--- src/hdl/ibs_pkg.sv ---
/*
  Shared constants for the bus status flag block: register map, field
  positions, reset values, timing counts and the byte tracker states.
  Assumes a 32-bit APB with one register per aligned word.
*/
`default_nettype none

package ibs_pkg;

  // ==========================================================================
  // Register map
  localparam logic [7:0] ADDR_STATUS   = 8'h00;
  localparam logic [7:0] ADDR_CONFIG   = 8'h04;
  localparam logic [7:0] ADDR_IRQ_STAT = 8'h08;
  localparam logic [7:0] ADDR_IRQ_MASK = 8'h0C;

  localparam logic [2:0] IDX_STATUS   = 3'h0;
  localparam logic [2:0] IDX_CONFIG   = 3'h1;
  localparam logic [2:0] IDX_IRQ_STAT = 3'h2;
  localparam logic [2:0] IDX_IRQ_MASK = 3'h3;
  localparam logic [2:0] IDX_NONE     = 3'h4;

  // ==========================================================================
  // Field positions and reset values
  localparam int STAT_BUS_FREE = 7;
  localparam int STAT_SLAVE    = 6;
  localparam int STAT_MASTER   = 5;
  localparam int STAT_READ     = 4;
  localparam int STAT_DATA     = 3;
  localparam logic [7:0] STATUS_RESET = 8'h00;

  localparam int CFG_CLK_SEL_LSB = 0;
  localparam int CFG_BFRET_LSB   = 4;
  localparam logic [1:0] CLK_SEL_NONE = 2'h0;
  localparam logic [1:0] CLK_SEL_DIV2 = 2'h2;

  localparam int IRQ_BUS_FREE   = 0;
  localparam int IRQ_SLAVE_ON   = 1;
  localparam int IRQ_SLAVE_OFF  = 2;
  localparam int IRQ_MASTER_OFF = 3;

  // ==========================================================================
  // Timing counts
  localparam logic [6:0] BFRET_BASE_TICKS = 7'h08;
  localparam logic [3:0] RISES_PER_BYTE   = 4'h8;
  localparam logic [3:0] RISES_WITH_ACK   = 4'h9;
  localparam logic [4:0] TEN_BIT_HEADER   = 5'h1E;

  // ==========================================================================
  // Byte tracker states
  typedef enum logic [3:0] {
    BYTE_IDLE  = 4'h1,
    BYTE_ADDR1 = 4'h2,
    BYTE_ADDR2 = 4'h4,
    BYTE_DATA  = 4'h8
  } ibs_byte_e;

  // Maps a byte address onto a register index.
  function automatic logic [2:0] ibs_reg_index(input logic [7:0] addr);
    case (addr)
      ADDR_STATUS:   ibs_reg_index = IDX_STATUS;
      ADDR_CONFIG:   ibs_reg_index = IDX_CONFIG;
      ADDR_IRQ_STAT: ibs_reg_index = IDX_IRQ_STAT;
      ADDR_IRQ_MASK: ibs_reg_index = IDX_IRQ_MASK;
      default:       ibs_reg_index = IDX_NONE;
    endcase
  endfunction

endpackage

`default_nettype wire

--- src/hdl/ibs_idle_timer.sv ---
/*
  Bus idle timer: counts bus-timing ticks while both lines stay high.
  Assumes synchronised line levels and configuration from the same clock.
*/
`timescale 1ns/1ps
`default_nettype none

module ibs_idle_timer (
  // Clock and reset
  input  wire logic       clk,
  input  wire logic       rst_n,
  // Lines and configuration
  input  wire logic       scl,
  input  wire logic       sda,
  input  wire logic [1:0] clk_sel,
  input  wire logic [1:0] bfret,
  // Result
  output logic            bus_free
);

  typedef struct packed {
    logic [1:0] pre_cnt;
    logic [6:0] idle_cnt;
    logic       free;
  } ibs_tmr_s;

  ibs_tmr_s   st;
  ibs_tmr_s   next_st;
  logic [1:0] pre_max;
  logic [6:0] target;

  always_comb begin
    next_st = st;
    pre_max = (clk_sel == ibs_pkg::CLK_SEL_DIV2) ? 2'h1 : ((clk_sel == 2'h1) ? 2'h0 : 2'h3);
    target  = 7'(ibs_pkg::BFRET_BASE_TICKS << bfret);
    if (clk_sel == ibs_pkg::CLK_SEL_NONE || !(scl && sda)) begin
      next_st = '0;
    end else if (st.pre_cnt == pre_max) begin
      next_st.pre_cnt = 2'h0;
      if (st.idle_cnt == 7'(target - 7'h01)) begin
        next_st.free = 1'b1;
      end else begin
        next_st.idle_cnt = 7'(st.idle_cnt + 7'h01);
      end
    end else begin
      next_st.pre_cnt = 2'(st.pre_cnt + 2'h1);
    end
  end

  always_ff @(posedge clk or negedge rst_n) begin
    if (!rst_n) begin
      st <= '0;
    end else begin
      st <= next_st;
    end
  end

  assign bus_free = st.free;
endmodule // ibs_idle_timer

`default_nettype wire

--- src/hdl/ibs_status.sv ---
/*
  Status flag logic of a two-wire bus controller with an APB register port:
  bus free, slave active, master active, read request and data flags, plus a
  sticky interrupt status with mask. Assumes the start, restart and stop
  detectors, address matcher and master engine run on pclk and give pulses.
*/
// The APB slave port and the register offsets are this design's own decisions.
`timescale 1ns/1ps
`default_nettype none

// Contract
// - Bus free after both lines idle timeout.
// - Bus free stays clear without clock select.
// - Slave active on 8th fall after match.
// - Slave active clears on restart, stop, clears.
// - Master active sets when start driven.
// - Master active clears on bus collision.
// - Master active clears after stop shifted out.
// - Timeout clears master only after stop.
// - Read flag shows last matched direction.
// - Read flag changes only on slave match.
// - Data flag tells data from address byte.
module ibs_status (
  // Clock and reset
  input  wire logic        pclk,
  input  wire logic        presetn,
  // APB slave
  input  wire logic [7:0]  paddr,
  input  wire logic        psel,
  input  wire logic        penable,
  input  wire logic        pwrite,
  input  wire logic [31:0] pwdata,
  output logic      [31:0] prdata,
  output logic             pready,
  output logic             pslverr,
  // Bus lines
  input  wire logic        scl_in,
  input  wire logic        sda_in,
  // Controller events
  input  wire logic        module_enable,
  input  wire logic        start_det,
  input  wire logic        restart_det,
  input  wire logic        stop_det,
  input  wire logic        receive_clear_condition_a,
  input  wire logic        receive_clear_condition_b,
  input  wire logic        addr_match,
  input  wire logic        master_start,
  input  wire logic        master_stop_done,
  input  wire logic        bus_collision_flag,
  input  wire logic        bus_timeout_condition,
  // Flags and interrupt
  output logic             bus_free_flag,
  output logic             slave_active_flag,
  output logic             master_active_flag,
  output logic             read_flag,
  output logic             data_flag,
  output logic             irq
);

  // ==========================================================================
  // State
  typedef struct packed {
    logic              scl_q;
    logic [3:0]        rise_cnt;
    logic [7:0]        shreg;
    ibs_pkg::ibs_byte_e byte_state;
    logic              hi_w_match;
    logic              tenbit_armed;
    logic              slave_active;
    logic              master_active;
    logic              read_req;
    logic              data_byte;
    logic              bcl_q;
    logic              timeout_pend;
    logic              free_q;
    logic [1:0]        clk_sel;
    logic [1:0]        bfret;
    logic [3:0]        irq_stat;
    logic [3:0]        irq_mask;
    logic              irq;
    logic [31:0]       prdata;
    logic              pready;
    logic              pslverr;
  } ibs_top_s;

  localparam ibs_top_s RESET_ST = '{scl_q: 1'b1, byte_state: ibs_pkg::BYTE_IDLE, default: '0};

  ibs_top_s   st;
  ibs_top_s   next_st;
  logic [1:0] line_s;
  logic       scl_s;
  logic       sda_s;
  logic       bus_free;
  logic       scl_rise;
  logic       scl_fall;
  logic       byte_done;
  logic       match_take;
  logic       slave_ok;
  logic       setup;
  logic       wr_access;
  logic [2:0] idx;
  logic [3:0] irq_ev;
  logic [3:0] irq_clr;

  // ==========================================================================
  // Line synchroniser and idle timer
  ibs_sync #(.W(2)) u_sync (
    .clk   (pclk),
    .rst_n (presetn),
    .d     ({scl_in, sda_in}),
    .q     (line_s)
  );

  assign scl_s = line_s[1];
  assign sda_s = line_s[0];

  ibs_idle_timer u_idle (
    .clk      (pclk),
    .rst_n    (presetn),
    .scl      (scl_s),
    .sda      (sda_s),
    .clk_sel  (st.clk_sel),
    .bfret    (st.bfret),
    .bus_free (bus_free)
  );

  // ==========================================================================
  // Next state
  always_comb begin
    next_st    = st;
    scl_rise   = scl_s && !st.scl_q;
    scl_fall   = !scl_s && st.scl_q;
    byte_done  = 1'b0;
    match_take = 1'b0;
    slave_ok   = module_enable && !st.master_active;
    next_st.scl_q  = scl_s;
    next_st.bcl_q  = bus_collision_flag;
    next_st.free_q = bus_free;

    // Bits are taken on rising SCL; a byte ends at the 8th falling edge.
    if (scl_rise) begin
      next_st.shreg = {st.shreg[6:0], sda_s};
      if (st.rise_cnt < ibs_pkg::RISES_WITH_ACK) begin
        next_st.rise_cnt = 4'(st.rise_cnt + 4'h1);
      end
    end
    if (scl_fall) begin
      if (st.rise_cnt == ibs_pkg::RISES_PER_BYTE) begin
        byte_done = 1'b1;
      end else if (st.rise_cnt == ibs_pkg::RISES_WITH_ACK) begin
        next_st.rise_cnt = 4'h0;
      end
    end

    // Slave active clears on bus conditions before any set of this cycle.
    if (restart_det || stop_det || receive_clear_condition_a
        || receive_clear_condition_b) begin
      next_st.slave_active = 1'b0;
    end

    if (byte_done) begin
      case (st.byte_state)
        ibs_pkg::BYTE_ADDR1: begin
          next_st.data_byte = 1'b0;
          next_st.byte_state = ibs_pkg::BYTE_DATA;
          if (st.shreg[7:3] != ibs_pkg::TEN_BIT_HEADER) begin
            match_take = addr_match && slave_ok;
          end else if (!st.shreg[0]) begin
            next_st.hi_w_match = addr_match && slave_ok;
            next_st.byte_state = ibs_pkg::BYTE_ADDR2;
          end else begin
            match_take = addr_match && slave_ok && st.tenbit_armed;
          end
        end
        ibs_pkg::BYTE_ADDR2: begin
          next_st.data_byte  = 1'b0;
          next_st.byte_state = ibs_pkg::BYTE_DATA;
          match_take = addr_match && slave_ok && st.hi_w_match;
          if (match_take) begin
            next_st.tenbit_armed = 1'b1;
          end
        end
        ibs_pkg::BYTE_DATA: begin
          next_st.data_byte = 1'b1;
        end
        ibs_pkg::BYTE_IDLE: begin
          next_st.data_byte = 1'b1;
        end
        default: begin
          next_st.byte_state = ibs_pkg::BYTE_IDLE;
        end
      endcase
    end

    if (match_take) begin
      next_st.slave_active = 1'b1;
      next_st.read_req     = st.shreg[0] && (st.byte_state == ibs_pkg::BYTE_ADDR1);
    end

    if (start_det || restart_det) begin
      next_st.rise_cnt   = 4'h0;
      next_st.byte_state = ibs_pkg::BYTE_ADDR1;
      next_st.hi_w_match = 1'b0;
    end
    if (stop_det) begin
      next_st.byte_state   = ibs_pkg::BYTE_IDLE;
      next_st.tenbit_armed = 1'b0;
    end

    // Master engine tracking; a start of this cycle wins over a collision or stop clear, but not over module disable.
    if (bus_timeout_condition) begin
      next_st.timeout_pend = 1'b1;
    end
    if (bus_collision_flag && !st.bcl_q) begin
      next_st.master_active = 1'b0;
    end
    if (master_stop_done) begin
      next_st.master_active = 1'b0;
      next_st.timeout_pend  = 1'b0;
    end
    if (master_start) begin
      next_st.master_active = 1'b1;
    end
    if (!module_enable) begin
      next_st.master_active = 1'b0;
      next_st.slave_active  = 1'b0;
    end

    // APB slave: one-cycle access phase, read data taken at setup.
    setup     = psel && !penable;
    wr_access = psel && penable && st.pready && pwrite;
    idx       = ibs_pkg::ibs_reg_index(paddr);
    irq_clr   = 4'h0;
    next_st.pready = setup;
    if (setup) begin
      next_st.pslverr = (idx == ibs_pkg::IDX_NONE);
      case (idx)
        ibs_pkg::IDX_STATUS:   next_st.prdata = {24'h000000, bus_free, st.slave_active,
                                                 st.master_active, st.read_req,
                                                 st.data_byte, 3'h0};
        ibs_pkg::IDX_CONFIG:   next_st.prdata = {26'h0, st.bfret, 2'h0, st.clk_sel};
        ibs_pkg::IDX_IRQ_STAT: next_st.prdata = {28'h0000000, st.irq_stat};
        ibs_pkg::IDX_IRQ_MASK: next_st.prdata = {28'h0000000, st.irq_mask};
        default:               next_st.prdata = 32'h00000000;
      endcase
    end else if (st.pready) begin
      next_st.pslverr = 1'b0;
    end
    if (wr_access) begin
      case (idx)
        ibs_pkg::IDX_CONFIG: begin
          next_st.clk_sel = pwdata[ibs_pkg::CFG_CLK_SEL_LSB +: 2];
          next_st.bfret   = pwdata[ibs_pkg::CFG_BFRET_LSB +: 2];
        end
        ibs_pkg::IDX_IRQ_STAT: irq_clr = pwdata[3:0];
        ibs_pkg::IDX_IRQ_MASK: next_st.irq_mask = pwdata[3:0];
        default: begin
          // Status writes and unmapped writes change nothing.
          next_st.irq_mask = st.irq_mask;
        end
      endcase
    end

    // Sticky events: a new event wins over a clear in the same cycle.
    irq_ev = 4'h0;
    irq_ev[ibs_pkg::IRQ_BUS_FREE]   = bus_free && !st.free_q;
    irq_ev[ibs_pkg::IRQ_SLAVE_ON]   = next_st.slave_active && !st.slave_active;
    irq_ev[ibs_pkg::IRQ_SLAVE_OFF]  = !next_st.slave_active && st.slave_active;
    irq_ev[ibs_pkg::IRQ_MASTER_OFF] = !next_st.master_active && st.master_active;
    next_st.irq_stat = (st.irq_stat & ~irq_clr) | irq_ev;
    next_st.irq      = |(next_st.irq_stat & next_st.irq_mask);
  end

  always_ff @(posedge pclk or negedge presetn) begin
    if (!presetn) begin
      st <= RESET_ST;
    end else begin
      st <= next_st;
    end
  end

  // ==========================================================================
  // Outputs
  assign prdata             = st.prdata;
  assign pready             = st.pready;
  assign pslverr            = st.pslverr;
  assign bus_free_flag      = bus_free;
  assign slave_active_flag  = st.slave_active;
  assign master_active_flag = st.master_active;
  assign read_flag          = st.read_req;
  assign data_flag          = st.data_byte;
  assign irq                = st.irq;
endmodule // ibs_status

`default_nettype wire

--- src/hdl/ibs_sync.sv ---
/*
  Two-flop synchroniser for the serial bus lines.
  Assumes the inputs are asynchronous to clk.
*/
`timescale 1ns/1ps
`default_nettype none

module ibs_sync #(
  parameter int W = 2
) (
  // Clock and reset
  input  wire logic         clk,
  input  wire logic         rst_n,
  // Lines
  input  wire logic [W-1:0] d,
  output logic      [W-1:0] q
);

  typedef struct packed {
    logic [W-1:0] s1;
    logic [W-1:0] s2;
  } ibs_sync_s;

  ibs_sync_s st;
  ibs_sync_s next_st;

  always_comb begin
    next_st    = st;
    next_st.s1 = d;
    next_st.s2 = st.s1;
  end

  always_ff @(posedge clk or negedge rst_n) begin
    if (!rst_n) begin
      // The lines idle high, so no false edge follows reset.
      st <= '1;
    end else begin
      st <= next_st;
    end
  end

  assign q = st.s2;

endmodule // ibs_sync

`default_nettype wire

--- config.mk ---
export PLATFORM = sky130hd
export DESIGN_NAME = ibs_status
export DESIGN_NICKNAME = d
export VERILOG_FILES = /design/src/hdl/ibs_pkg.sv /design/src/hdl/ibs_idle_timer.sv /design/src/hdl/ibs_status.sv /design/src/hdl/ibs_sync.sv
export SDC_FILE = /design/constraint.sdc
export NUM_CORES = 1
export LEC_CHECK = 0
export BUFFER_PORTS_ARGS = -buffer_cell sky130_fd_sc_hd__buf_2
export CELL_PAD_IN_SITES_DETAIL_PLACEMENT = 1
export CELL_PAD_IN_SITES_GLOBAL_PLACEMENT = 1
export CORE_MARGIN = 1
export CORE_UTILIZATION = 42
export DETAILED_ROUTE_END_ITERATION = 12
export GPL_TIMING_DRIVEN = 0
export PLACE_DENSITY = 0.85
export SLEW_MARGIN = 20
export SYNTH_ARGS = -nofsm -noshare
export SYNTH_HDL_FRONTEND = slang
export SYNTH_SLANG_ARGS = --single-unit
--- constraint.sdc ---
create_clock -name pclk -period 2.8 [get_ports pclk]
set_input_delay 0.56 -clock pclk [delete_from_list [all_inputs] [get_ports pclk]]
set_output_delay 0.56 -clock pclk [all_outputs]
set_load 0.005 [all_outputs]
* After elaboration in Yosys (flattened, before gate mapping)
Index checks and enable logic that the tools add are counted.
** Storage, ports and cells
- Register bits :: 86
- Bits of input ports :: 58
- Output and inout bits :: 40
- Word-level logic and storage cells :: 156
** Operators by class
- Add/subtract/negate cells :: 4
- $lt $le $gt $ge :: 1
- Equality and inequality tests :: 22
- Shift operators :: 1
- Mux-type cells :: 44
- Bitwise operators :: 4
- Reduce and logical (&&, ||, !) cells :: 55
** Operators by type and width (number)
- 4-bit two-way mux :: 10
- 8-bit case mux with 4 select lines :: 1
- 2-bit nonzero test :: 9
- 1-bit logical AND :: 17
- 1-bit two-way mux :: 17
- 8-bit by 4-bit equality test with 1-bit output, second input constant :: 2
- 5-bit two-way mux :: 3
- 4-bit equality test, second input constant :: 3
- 12-bit two-way mux :: 1
- 3-bit case mux with 4 select lines :: 1
- 4-bit case mux with 3 select lines :: 1
- 1-bit logical NOT :: 10
- 10-bit two-way mux :: 1
- 2-bit AND reduction :: 5
- 4-bit bitwise AND :: 2
- 8-bit by 3-bit equality test with 1-bit output, second input constant :: 1
- 8-bit logical NOT :: 1
- 2-bit two-way mux :: 4
- 8-bit two-way mux :: 1
- 7-bit by 1-bit adder with 7-bit output, second input constant :: 1
- 7-bit equality test :: 1
- 7-bit two-way mux :: 1
- 4-bit by 2-bit left shift with 7-bit output, first input constant :: 1
- 7-bit by 1-bit subtractor with 7-bit output, second input constant :: 1
- other kinds (27) :: 36

* Longest topological paths before layout
- Depth after elaboration :: 15
- Depth in mapped cells :: 7
- Depth with buffers taken out :: 7

* Hierarchy
From an unflattened synthesis, not the netlist that was laid out.
** Unflattened totals
- Cells, all modules :: 314
- Area total of the unflattened synthesis :: 3281.9 um2
** Modules (own cells, without submodules)
- ibs_status :: instances 1, cells an instance 242, area each 2538.7 um2, sequential area each 1203.7 um2
- ibs_idle_timer :: instances 1, cells an instance 68, area each 638.1 um2, sequential area each 250.2 um2
- ibs_sync :: instances 1, cells an instance 4, area each 105.1 um2, sequential area each 105.1 um2

* Least setup slack after synthesis
No wires, ideal clock.
- Path kind :: input to register
- Start point :: input port paddr[5]
- End point :: register st (netlist bit irq)
- Setup time :: 126 ps
- Arrival :: 1928 ps
- Data required time :: 2674 ps
- Slack :: 746 ps
- Stages :: 7
- Buffers on the path :: 1
- Path through :: nor4_1 > and4_1 > buf_2 > nor2b_1 > nand2_1 > o2bb2ai_2 > a221o_1
** RTL lines
- start, declared :: RTL line ibs_status.sv:28 : input wire logic [7:0] paddr,
- end signal, assigned :: RTL line ibs_status.sv:278 : st <= next_st;
- end, declared :: RTL line ibs_status.sv:88 : ibs_top_s st;

==> flow_summary_export.csv <==
group,metric,value,unit
synthesis,synth_top_cell_area_share,42.9,%
timing,max_freq,464,MHz
setup_path,r2r-end,"irq",
synthesis,yosysWarningCount,0,
floorplan,fp.dieW,90.2,um
layout,area_growth,18.5,%
synthesis,ys_seq_area_share,47.7,%
setup_path,critical_path_class,"input pin to flop",
drt,vias_per_cell,5.06,
synthesis,avgSynthCellArea,10.3,um2
layout,multi_input_area,1470,um2
setup_path,crit_chain,"buf_2, nor4_1, and4_1, buf_2, nor2b_1, nand2_1, o2bb2ai_2, a221o_1",
synthesis,synthesis.area,3270,um2
drt,ant_nets,0,
setup_path,crit_start,"paddr[5]",
placement,post-dp-hpwl,5700,um
drt,drtIter0Drc,53,
synthesis,yosys.area.top_type,"dfrtp_1",
grt,grt_max_degree,63,
synthesis,dominantRegCellSynth,"dfrtp_1",
clocking,cts.sinks,62,
clocking,clock_latency,0.34,ns
grt,grt_pass1_vias,2693,
drt,firstDrtPassIters,4,
synthesis,synth_cell_types,62,
status,status,"completed",
floorplan,num_rows,31,
timing,period_share,77.0,%
hold_path,hold_path_class,"input pin to asynchronous set/reset pin",
placement,place_ws,0.249,ns
clocking,cts_hold_buf,0,
timing,setup_viol,0,
setup_path,critPathCaptureType,"flop",
clocking,clock_path_buffers,2,
drt,vias,2532,
timing,tns,0,ns
synthesis,synth_edf_count,0,
setup_path,crit_path_frequent_cell,"buf_2",
drt,drt-wirelength-per-cell,15.2,um
floorplan,core-area,7370,um2
layout,antenna_cells,0,
grt,grt.overflow.total,0,
timing,timing.slew.headroom,48.1,%
clocking,cts_setup_buffers,0,
pwr,power.total,1.87,mW
layout,nNetsFinal,461,
clocking,clk_pin_slew_worst_paths,0.07,ns
pwr,ir_worst_vdd,0.000271,V
clocking,cts-root-buf,"clkbuf_8",
setup_path,cp_slowest_cell,"a221o_1",
layout,drive_gt1_share,31.9,%
synthesis,ys_ff_latch,62,
floorplan,die_area,8130,um2
setup_path,crit_fanout,6,
setup_path,start_kind,"input pin",
clocking,cts_htree_levels,3,
timing,hold_violations,0,
placement,io_buffers,46,
setup_path,critical_path_arrival,2.37,ns
setup_path,r2r_start,"st[59]",
timing,setup_slack,0.644,ns
timing,rsz0062_at_grt,"no",
synthesis,async_flop_share,100,%
timing,final.min_clock_period,2.16,ns
grt,antenna_found_initial,0,
flow_run,max_cap_viol_count,0,
clocking,cts_buffers,9,
layout,final_area,3870,um2
floorplan,initial_core_util,44.3,%
floorplan,die_y,90.2,um
placement,dpl_cell_area,3710,um2
clocking,cts_resized,0,
grt,grt_pass1_wl,12900,um
pwr,p_leak,1.89,nW
pwr,power_density,483,nW/um2
drt,wl,7610,um
timing,fin_skew,0.0124,ns
floorplan,ios,98,
timing,worstMarginPinSlew,0.779,ns
setup_path,cp.required,3.02,ns
layout,fillers,871,
timing,drv_slew,0,
clocking,cts_tree,"yes",
grt,grt_util_all_layers,20.1,%
setup_path,path_buf_inv,2,
setup_path,reg2reg_depth,7,
setup_path,cp_num_cells,8,
setup_path,endpoint,"irq",
synthesis,syn-instance-count,316,
setup_path,slowest_delay,0.36,ns
setup_path,rrSetupSlack,0.67,ns
drt,route.detailed.drc,0,
synthesis,synth.area.top_cells,"dfrtp_1 (43%), buf_4 (7.6%), mux2_2 (6.2%), dfstp_2 (4.8%), nand2_1 (3.9%)",
layout,final-seq-area,1560,um2
setup_path,crit_family,"simple AND/OR/NAND/NOR gates",
placement,place_congestion,0.797,
cells in the final DEF, fill, tap and decap left out, types with 4 or more instances in the layout:
master	netlist	final
a21oi_1	9	9
buf_2	1	46
buf_4	33	34
clkbuf_1	2	6
clkbuf_8	0	10
conb_1	1	24
dfrtp_1	56	56
dfstp_2	6	6
ha_1	7	7
inv_1	9	9
mux2_2	18	18
nand2_1	34	34
nand2b_1	4	4
nand3_1	12	12
nand3b_1	5	5
nor2_1	31	31
nor2b_1	4	4
nor3_1	4	4
o21ai_0	11	11
xnor2_1	4	4
xor2_1	8	8
worst min path at each step:
stage | to | slack (ns) | start
finish | st[68] | 0.30 | presetn
global route | u_sync.next_st[0] | 0.30 | sda_in
CTS | u_sync.next_st[0] | 0.31 | sda_in
detailed placement | u_sync.q[1] | 0.35 | u_sync.next_st[1]
global placement | u_sync.q[0] | 0.35 | u_sync.next_st[0]
floorplan | data_flag | 0.26 | presetn
cell usage after synthesis, types with 2 or more instances:
| cell | instances |
|---|---|
| buf_6 | 2 |
| clkbuf_1 | 2 |
| inv_1 | 9 |
| and2_1 | 2 |
| o21ai_0 | 11 |
| o21ai_1 | 2 |
| nand2_2 | 2 |
| ha_1 | 7 |
| nor2_1 | 31 |
| and4_1 | 2 |
| dfrtp_1 | 56 |
| a22o_1 | 2 |
| xnor2_1 | 4 |
| nor3_1 | 4 |
| dfstp_2 | 6 |
| mux2_1 | 2 |
| and3_1 | 2 |
| mux2i_1 | 3 |
| nand3_1 | 12 |
| a21oi_1 | 9 |
| nor4_1 | 3 |
| nand4b_1 | 2 |
| a22oi_1 | 3 |
| xor2_1 | 8 |
| nor2b_1 | 4 |
| mux2_2 | 18 |
| nand2b_1 | 4 |
| nand2_1 | 34 |
| buf_4 | 33 |
| nand3b_1 | 5 |
routing by layer:
layer  global-route usage [%]  wire length [um]  vias up
li1                         -                 -     1201
met1                     23.3              3180     1262
met3                     4.48               274       13
met2                     35.5              3990       56
met4                     9.01               170        0
met5                        0                 0        -
stage by stage:
stage               hold WS, ns  util, %  instances
floorplan                 0.264        -        339
global placement          0.346     50.3        484
detailed placement        0.351     50.3        484
CTS                       0.306     52.5        500
global route              0.298     52.5        500
finish                    0.297     52.5        500
where the power goes:
group | internal, mW | switching, mW
Combinational | 0.100 | 0.0966
Clock | 0.344 | 0.331
Sequential | 0.957 | 0.0398
logic make-up (layout without fill, tap and decap cells):
family          after synthesis  in the layout  share of synthesized area, %
compound gates               48             48                          10.4
simple gates                115            115                          18.2
other cells                   1             24                         0.115
fa+ha+maj                     7              7                          2.68
buf+inv                      48            110                          9.81
mux                          23             23                          7.82
xor+xnor                     12             12                          3.22
flops                        62             62                          47.7
sequential cells by signal, indices dropped and copies added, names as in the netlist:
name and count:
irq 1, pready 1, master_active_flag 1, prdata 8, slave_active_flag 1, u_idle.bus_free 1
st 33, u_sync.next_st 2, u_idle.st 9, read_flag 1, data_flag 1, u_sync.q 2
pslverr 1
final cells by class:
| class | instances | share of cell area, % |
|---|---|---|
| Timing Repair Buffer | 46 | 6.01 |
| Inverter | 9 | 0.873 |
| Clock buffer | 14 | 3.94 |
| Tap cell | 99 | 3.20 |
| Multi-Input combinational cell | 229 | 38.0 |
| Buffer | 39 | 7.40 |
| Sequential cell | 62 | 40.3 |
| Clock inverter | 2 | 0.259 |
Power figures use the tool's default switching activity.
